## src/shared/asb_cfg.svh

```systemverilog
// constants of the converter sequence control block: offsets, fields, resets
// assumes inclusion by bare name from the control block and the bench
`ifndef ASB_CFG_SVH
`define ASB_CFG_SVH

`define ASB_ADDR_W 4
`define ASB_CTRL_OFFSET 4'h0
`define ASB_CTRL_RESET 16'h0000
`define ASB_CTRL_WMASK 16'he73f
`define ASB_REF_MSB 15
`define ASB_REF_LSB 13
`define ASB_SCAN_BIT 10
`define ASB_COUNT_MSB 9
`define ASB_COUNT_LSB 8
`define ASB_HALF_BIT 7
`define ASB_RATE_MSB 5
`define ASB_RATE_LSB 2
`define ASB_SPLIT_BIT 1
`define ASB_ALT_BIT 0
`define ASB_FIFO_DEPTH 16
`define ASB_HALF_SIZE 3'h7

`endif

```

## src/shared/asb_pkg.sv

```systemverilog
// types shared by the converter sequence control block
// assumes asb_cfg.svh holds the numeric constants
`default_nettype none
package asb_pkg;
    typedef enum logic {ASB_REF_ANALOGUE_SUPPLY, ASB_REF_ANALOGUE_GROUND} asb_ref_t;
    typedef enum {ASB_IDLE, ASB_REQ, ASB_WAIT, ASB_PUSH} asb_state_t;
endpackage : asb_pkg
`default_nettype wire

```

## src/rtl/asb_fifo.sv

```systemverilog
// result fifo with valid/ready on both sides
// assumes one clock, asynchronous active-low reset
`default_nettype none
module asb_fifo #(
    parameter int WIDTH = 16,
    parameter int DEPTH = 16
) (
    input wire logic clk_i,
    input wire logic reset_n_i,
    input wire logic in_valid_i,
    output logic in_ready_o,
    input wire logic [WIDTH-1:0] in_data_i,
    output logic out_valid_o,
    input wire logic out_ready_i,
    output logic [WIDTH-1:0] out_data_o
);
    localparam int AW = $clog2(DEPTH);
    logic [WIDTH-1:0] mem_r [DEPTH];
    logic [AW-1:0] wptr_r, wptr_nxt, rptr_r, rptr_nxt;
    logic [AW:0] cnt_r, cnt_nxt;
    logic push, pop;
    logic [WIDTH-1:0] head_r, head_nxt;

    // honest full and empty from the occupancy count
    assign in_ready_o = (cnt_r != (AW+1)'(DEPTH));
    assign out_valid_o = (cnt_r != '0);
    assign out_data_o = head_r;
    assign push = in_valid_i && in_ready_o;
    assign pop = out_valid_o && out_ready_i;

    // pointer and count next values
    always_comb begin
        wptr_nxt = push ? AW'(wptr_r + 1'b1) : wptr_r;
        rptr_nxt = pop ? AW'(rptr_r + 1'b1) : rptr_r;
        cnt_nxt = cnt_r;
        if (push && !pop) begin
            cnt_nxt = (AW+1)'(cnt_r + 1'b1);
        end else if (pop && !push) begin
            cnt_nxt = (AW+1)'(cnt_r - 1'b1);
        end
        // head word comes out of a register; a word pushed straight into the head slot
        // bypasses the array, which is only written at this same edge
        if (push && (wptr_r == rptr_nxt)) begin
            head_nxt = in_data_i;
        end else begin
            head_nxt = mem_r[rptr_nxt];
        end
    end

    always_ff @(posedge clk_i or negedge reset_n_i) begin
        if (!reset_n_i) begin
            wptr_r <= '0;
            rptr_r <= '0;
            cnt_r <= '0;
            head_r <= '0;
        end else begin
            wptr_r <= wptr_nxt;
            rptr_r <= rptr_nxt;
            cnt_r <= cnt_nxt;
            head_r <= head_nxt;
        end
    end

    // storage has no reset: contents are only read once counted valid
    always_ff @(posedge clk_i) begin
        if (push) begin
            mem_r[wptr_r] <= in_data_i;
        end
    end
endmodule : asb_fifo
`default_nettype wire

```

## src/rtl/asb_seq_ctrl.sv

```systemverilog
// converter sequence control register and the sequencing logic it steers
// assumes converter handshake, trigger and input selections on clk_i
`include "asb_cfg.svh"
`default_nettype none
module asb_seq_ctrl (
    input wire logic clk_i,
    input wire logic reset_n_i,
    input wire logic [3:0] reg_addr_i,
    input wire logic [15:0] reg_wdata_i,
    input wire logic reg_we_i,
    input wire logic reg_re_i,
    output logic [15:0] reg_rdata_o,
    input wire logic trig_i,
    input wire logic [15:0] scan_mask_i,
    input wire logic [3:0] sample_a_ch_i,
    input wire logic [3:0] sample_b_ch_i,
    output asb_pkg::asb_ref_t positive_reference_o,
    output asb_pkg::asb_ref_t negative_reference_o,
    output logic conv_req_o,
    output logic [1:0] conv_ch_o,
    output logic [3:0] chan_zero_sel_o,
    output logic use_sample_b_o,
    input wire logic conv_done_i,
    input wire logic [9:0] conv_data_i,
    output logic conv_irq_o,
    output logic res_valid_o,
    input wire logic res_ready_i,
    output logic [15:0] res_data_o
);

    ////////////////////////////////////////////////////////////////////////////
    // register file
    logic [15:0] ctrl_r, ctrl_nxt;
    logic [15:0] rdata_r, rdata_nxt;
    logic half_r, half_nxt;
    logic sel_ctrl;
    logic scan_en, split_en, alt_en;
    logic [1:0] count_sel;
    logic [3:0] rate_sel;

    assign sel_ctrl = (reg_addr_i == `ASB_CTRL_OFFSET);
    assign scan_en = ctrl_r[`ASB_SCAN_BIT];
    assign count_sel = ctrl_r[`ASB_COUNT_MSB:`ASB_COUNT_LSB];
    assign rate_sel = ctrl_r[`ASB_RATE_MSB:`ASB_RATE_LSB];
    assign split_en = ctrl_r[`ASB_SPLIT_BIT];
    assign alt_en = ctrl_r[`ASB_ALT_BIT];

    // writes keep only implemented read/write bits; status is merged on read
    always_comb begin
        ctrl_nxt = ctrl_r;
        rdata_nxt = 16'h0000;
        if (reg_we_i && sel_ctrl) begin
            ctrl_nxt = reg_wdata_i & `ASB_CTRL_WMASK;
        end
        if (reg_re_i && sel_ctrl) begin
            rdata_nxt = ctrl_r;
            rdata_nxt[`ASB_HALF_BIT] = half_r;
        end
    end

    always_ff @(posedge clk_i or negedge reset_n_i) begin
        if (!reset_n_i) begin
            ctrl_r <= `ASB_CTRL_RESET;
            rdata_r <= 16'h0000;
        end else begin
            ctrl_r <= ctrl_nxt;
            rdata_r <= rdata_nxt;
        end
    end

    assign reg_rdata_o = rdata_r;

    // the reference field is stored but only one source pair exists
    assign positive_reference_o = asb_pkg::ASB_REF_ANALOGUE_SUPPLY;
    assign negative_reference_o = asb_pkg::ASB_REF_ANALOGUE_GROUND;

    ////////////////////////////////////////////////////////////////////////////
    // sequencer
    asb_pkg::asb_state_t state_r, state_nxt;
    logic [1:0] ch_r, ch_nxt;
    logic [1:0] last_ch;
    logic [9:0] data_r, data_nxt;
    logic [3:0] seq_cnt_r, seq_cnt_nxt;
    logic [3:0] idx_r, idx_nxt;
    logic [3:0] scan_ptr_r, scan_ptr_nxt;
    logic alt_r, alt_nxt;
    logic irq_r, irq_nxt;
    logic seq_end;
    logic fifo_in_ready;

    // 1x selects all four channels
    always_comb begin
        case (count_sel)
            2'h0: last_ch = 2'h0;
            2'h1: last_ch = 2'h1;
            default: last_ch = 2'h3;
        endcase
    end

    // next selected scan input after ptr, wrapping; stays put if none set
    function automatic logic [3:0] next_scan(input logic [3:0] ptr, input logic [15:0] mask);
        logic [3:0] r;
        logic [3:0] k;
        r = ptr;
        for (int i = 16; i >= 1; i--) begin
            k = 4'(ptr + 5'(i));
            if (mask[k]) begin
                r = k;
            end
        end
        return r;
    endfunction : next_scan

    assign seq_end = (state_r == asb_pkg::ASB_PUSH) && fifo_in_ready && (ch_r == last_ch);

    // one sequence: request each channel, wait its result, push it
    always_comb begin
        state_nxt = state_r;
        ch_nxt = ch_r;
        data_nxt = data_r;
        seq_cnt_nxt = seq_cnt_r;
        idx_nxt = idx_r;
        half_nxt = split_en ? half_r : 1'b0;
        scan_ptr_nxt = scan_ptr_r;
        alt_nxt = alt_en ? alt_r : 1'b0;
        irq_nxt = 1'b0;
        case (state_r)
            asb_pkg::ASB_IDLE: begin
                if (trig_i) begin
                    state_nxt = asb_pkg::ASB_REQ;
                    ch_nxt = 2'h0;
                end
            end
            asb_pkg::ASB_REQ: begin
                state_nxt = asb_pkg::ASB_WAIT;
            end
            asb_pkg::ASB_WAIT: begin
                if (conv_done_i) begin
                    data_nxt = conv_data_i;
                    state_nxt = asb_pkg::ASB_PUSH;
                end
            end
            asb_pkg::ASB_PUSH: begin
                // a full fifo holds the sequencer here, so no result is lost
                if (fifo_in_ready) begin
                    if (split_en) begin
                        idx_nxt = {half_r, 3'(idx_r[2:0] + 1'b1)};
                    end else begin
                        idx_nxt = 4'(idx_r + 1'b1);
                    end
                    if (ch_r == last_ch) begin
                        state_nxt = asb_pkg::ASB_IDLE;
                        alt_nxt = alt_en && !alt_r;
                        if (scan_en) begin
                            scan_ptr_nxt = next_scan(scan_ptr_r, scan_mask_i);
                        end
                        if (seq_cnt_r == rate_sel) begin
                            irq_nxt = 1'b1;
                            seq_cnt_nxt = 4'h0;
                            half_nxt = split_en && !half_r;
                            idx_nxt = {split_en && !half_r, 3'h0};
                        end else begin
                            seq_cnt_nxt = 4'(seq_cnt_r + 1'b1);
                        end
                    end else begin
                        ch_nxt = 2'(ch_r + 1'b1);
                        state_nxt = asb_pkg::ASB_REQ;
                    end
                end
            end
            default: begin
                state_nxt = asb_pkg::ASB_IDLE;
            end
        endcase
    end

    always_ff @(posedge clk_i or negedge reset_n_i) begin
        if (!reset_n_i) begin
            state_r <= asb_pkg::ASB_IDLE;
            ch_r <= 2'h0;
            data_r <= 10'h000;
            seq_cnt_r <= 4'h0;
            idx_r <= 4'h0;
            half_r <= 1'b0;
            scan_ptr_r <= 4'h0;
            alt_r <= 1'b0;
            irq_r <= 1'b0;
        end else begin
            state_r <= state_nxt;
            ch_r <= ch_nxt;
            data_r <= data_nxt;
            seq_cnt_r <= seq_cnt_nxt;
            idx_r <= idx_nxt;
            half_r <= half_nxt;
            scan_ptr_r <= scan_ptr_nxt;
            alt_r <= alt_nxt;
            irq_r <= irq_nxt;
        end
    end

    // converter request and input selection; scanning only touches sample A
    assign conv_req_o = (state_r == asb_pkg::ASB_REQ);
    assign conv_ch_o = ch_r;
    assign use_sample_b_o = alt_en && alt_r;
    always_comb begin
        if (use_sample_b_o) begin
            chan_zero_sel_o = sample_b_ch_i;
        end else if (scan_en) begin
            chan_zero_sel_o = scan_ptr_r;
        end else begin
            chan_zero_sel_o = sample_a_ch_i;
        end
    end
    assign conv_irq_o = irq_r;

    ////////////////////////////////////////////////////////////////////////////
    // result buffer: word is fill index, channel, result
    asb_fifo #(
        .WIDTH(16),
        .DEPTH(`ASB_FIFO_DEPTH)
    ) u_fifo (
        .clk_i(clk_i),
        .reset_n_i(reset_n_i),
        .in_valid_i(state_r == asb_pkg::ASB_PUSH),
        .in_ready_o(fifo_in_ready),
        .in_data_i({idx_r, ch_r, data_r}),
        .out_valid_o(res_valid_o),
        .out_ready_i(res_ready_i),
        .out_data_o(res_data_o)
    );

    // completed sequences since the last interrupt, counted apart from the sequencer
    logic [4:0] seen_r, seen_nxt;
    always_comb begin
        seen_nxt = conv_irq_o ? 5'(seq_end) : 5'(seen_r + 5'(seq_end));
    end
    always_ff @(posedge clk_i or negedge reset_n_i) begin
        if (!reset_n_i) begin
            seen_r <= 5'h00;
        end else begin
            seen_r <= seen_nxt;
        end
    end
endmodule : asb_seq_ctrl
`default_nettype wire

```

## config.mk

```make
export PLATFORM = sky130hd
export DESIGN_NAME = asb_seq_ctrl
export DESIGN_NICKNAME = d
export VERILOG_FILES = /design/src/shared/asb_pkg.sv /design/src/rtl/asb_fifo.sv /design/src/rtl/asb_seq_ctrl.sv
export VERILOG_INCLUDE_DIRS = /design/src /design/src/shared
export SDC_FILE = /design/constraint.sdc
export NUM_CORES = 1
export LEC_CHECK = 0
export CAP_MARGIN = 20
export CORE_MARGIN = 4
export CORE_UTILIZATION = 53
export DETAILED_ROUTE_END_ITERATION = 10
export DONT_BUFFER_PORTS = 1
export GPL_TIMING_DRIVEN = 0
export PLACE_DENSITY_LB_ADDON = 0.15
export REMOVE_ABC_BUFFERS = 1
export SLEW_MARGIN = 15
export SYNTH_ARGS = -nofsm -noshare
export SYNTH_HDL_FRONTEND = slang
export SYNTH_SLANG_ARGS = --single-unit
```

## constraint.sdc

```tcl
create_clock -name clk_i -period 11.3 [get_ports clk_i]
set_clock_uncertainty 0.05 [all_clocks]
set_input_delay 2.825 -clock clk_i [delete_from_list [all_inputs] [get_ports clk_i]]
set_output_delay 2.825 -clock clk_i [all_outputs]
set_load 0.05 [all_outputs]
```

==> reports/qor.yml <==
grt:
  grt_max_degree: 84
  grt_first_pass_wirelength_mm: 52.5
  first_global_vias: 8799
  gr-total-overflow: 0
  antenna_found_initial: 1
  grt_usage: 0.219
synth:
  synth_seq_cells: 339
  avgSynthCellArea_um2: 17.3
  yosys_warnings: 0
  synthArstFlopShare: 0.245
  synthesis.area_um2: 15500
  yosysUniqueCellTypes: 69
  ys_seq_area_frac: 0.631
  syn_inst: 892
  synthFlopType: "edfxtp_1"
  synth-edff-count: 256
final_layout:
  final_area_um2: 17500
  diodes: 0
  fin_nets: 1004
  utilization: 0.607
  drive_gt1_frac: 0.283
  area_growth_pct: 12.9
critical_path:
  crit_slowest_cell: "o21ai_1"
  crit_type: "in2out"
  startpoint_type: "primary input"
  arrival_ns: 3.65
  path_delay_family: "compound AO/OA/AOI/OAI gates"
  cp-end-kind: "output pin"
  critical_path.max_fanout: 1
  critical_path_required_ns: 8.43
  cpPeakStageDelay_ns: 0.78
  worstPathCellList: "mux2i_1 > o21ai_1"
  critPathBufInv: 0
sta:
  timing.final.crit_period_ns: 6.53
  setup-violations-final: 0
  post-route-period-util: 0.578
  worstMarginPinSlew_ns: 0.965
  whs_ns: 0.448
  slew_headroom: 0.356
  final-hold-violation-count: 0
  fmax_mhz: 153
  setup_ws_ns: 4.77
  rsz0062_at_grt: "false"
  drv_slew: 0
power:
  pwr-share-comb: 0.444
  clkPwrFrac: 0.197
  swShare: 0.371
  power.leakage_nw: 6.20
  p_int_mw: 3.56
  power.switching_mw: 2.10
  power_density_nw_per_um2: 324
  ir_drop_mv: 0.190
  total_power_mw: 5.66
  p_seq_frac: 0.359
die:
  row_count: 62
  initial_core_util: 0.538
  core_um2: 28800
  boundaryPins: 105
  die_w_um: 179
  die_area_um2: 32000
  die_y_um: 179
routing:
  routed_wl_mm: 34.1
  wire_per_inst_um: 25.6
  firstDrtPassIters: 6
  antenna_left: 0
  drc: 0
  first_iter_violations: 601
  dr_total_vias: 8284
  via_per_inst: 6.22
clock_network:
  cts_made_buffers: 36
  cts_setup_buffers: 0
  cts-root-buf: "clkbuf_16"
  clockBufferDepth: 3
  clock_sinks: 339
  clkTransAtPathRegs_ns: 0.05
  cts_resized: 0
  ctsHoldBuffers: 0
  tritoncts: "yes"
  cts-htree-levels: 2
  clock_latency_ns: 0.51
place:
  port_buffers: 0
  dp_slack_ns: 4.75
  globalplace.congestion: 0.829
  hpwl_mm: 22.6
  dpl_cell_area_um2: 16300
hold_path:
  hold_path_class: "reg2reg"
flow_run:
  drv_cap: 0
status:
  outcome: "complete, no violations"
## placed cells by master (no fill, tap or decap), types with 4 or more instances in the layout
cell,count
edfxtp_1,256
mux4_2,101
dfrtp_1,80
nand2_1,47
mux2_2,43
clkbuf_16,37
o21ai_0,24
ha_1,22
inv_1,21
xnor2_1,21
mux2i_1,21
nor2_1,21
and3_1,15
xor2_1,13
nand3_1,11
a21oi_1,11
clkbuf_1,11
buf_16,10
mux2_4,8
nand2b_1,8
nor2_4,8
buf_8,8
mux4_1,7
a31oi_1,7
nor2b_1,7
clkbuf_8,7
o21ai_1,6
nor3_1,6
buf_6,6
buf_4,6
clkinv_1,5
nand4_1,5
a211oi_1,5
o211ai_1,5
conb_1,5
nor2_2,4
nor3_2,4
## registers in the layout, indices dropped and copies added (netlist names)
signal and cells:
half_r 1, alt_r 1, u_fifo.rptr_r 4, conv_ch_o 2, u_fifo.wptr_r 4, ctrl_r 12
reg_rdata_o 13, idx_r 4, state_r 2, u_fifo.mem_r 256, seq_cnt_r 4, conv_irq_o 1
u_fifo.cnt_r 5, data_r 10, scan_ptr_r 4, u_fifo.out_data_o 16
## logic make-up after synthesis
group	synth area share
DFF	0.631
muxes	0.215
and+or+nand+nor	0.0482
AOI/OAI and AO/OA	0.0376
buffers and inverters	0.0238
xor gates and xnor gates	0.0244
adders and majority gates	0.0191
other	0.000485
## synth_stat cells (all sizes together), types with 16 or more instances
| cell type | instances | share of area |
|---|---|---|
| mux2 | 54 | 0.041 |
| xor2 | 16 | 0.011 |
| dfrtp | 83 | 0.13 |
| ha | 22 | 0.018 |
| mux4 | 108 | 0.16 |
| nor2 | 33 | 0.0080 |
| edfxtp | 256 | 0.50 |
| nand2 | 48 | 0.012 |
| buf | 31 | 0.015 |
| xnor2 | 22 | 0.013 |
| o21ai | 31 | 0.011 |
| mux2i | 23 | 0.015 |
| inv | 22 | 0.0053 |
## metal layers
layer,part of all wire,up-vias,GRT usage,routed length (um)
li1,-,3598,-,-
met1,0.42,4365,0.299,14200
met2,0.51,268,0.374,17300
met3,0.056,51,0.0415,1910
met4,0.017,2,0.0435,577
met5,0.00059,-,0,20
## metrics by stage
step,setup TNS [ns],instances
floorplan,0,851
global placement,-17.69,1235
detailed placement,0,1264
CTS,0,1329
global route,0,1331
finish,0,1331
## power by group through the flow
stage	Clock, mW	Sequential (mW)	Combinational (mW)
global placement	0	2.04	2.43
finish	1.11	2.03	2.52
detailed placement	0	2.07	2.51
global route	1.19	2.07	2.72
CTS	1.14	2.04	2.52
floorplan	0	1.97	1.90
## layout make-up
class	count	area (um2)
clock buffer	55	1060
multi-input combinational	488	5480
inverter	24	90.1
tap	384	480
sequential	339	9770
fill	2059	11300
timing repair buffer	31	513
clock inverter	10	70.1
## path summary, 6_finish.rpt
| path | from | end | slack (ns) | cells past startpoint |
|---|---|---|---|---|
| worst max-delay path | sample_a_ch_i[2] | chan_zero_sel_o[2] | 4.77 | 2 |
| worst min-delay path | ctrl_r[14] | ctrl_r[14] | 0.45 | 1 |
| worst max register to register | scan_ptr_r[0] | scan_ptr_r[0] | 6.30 | 10 |
| worst min register to register | ctrl_r[14] | ctrl_r[14] | 0.45 | 1 |
| max in group asynchronous | reset_n_i | scan_ptr_r[3] | 9.04 | 0 |
| min in group asynchronous | reset_n_i | u_fifo.out_data_o[3] | 1.96 | 0 |
(Power assumes the default switching activity.)
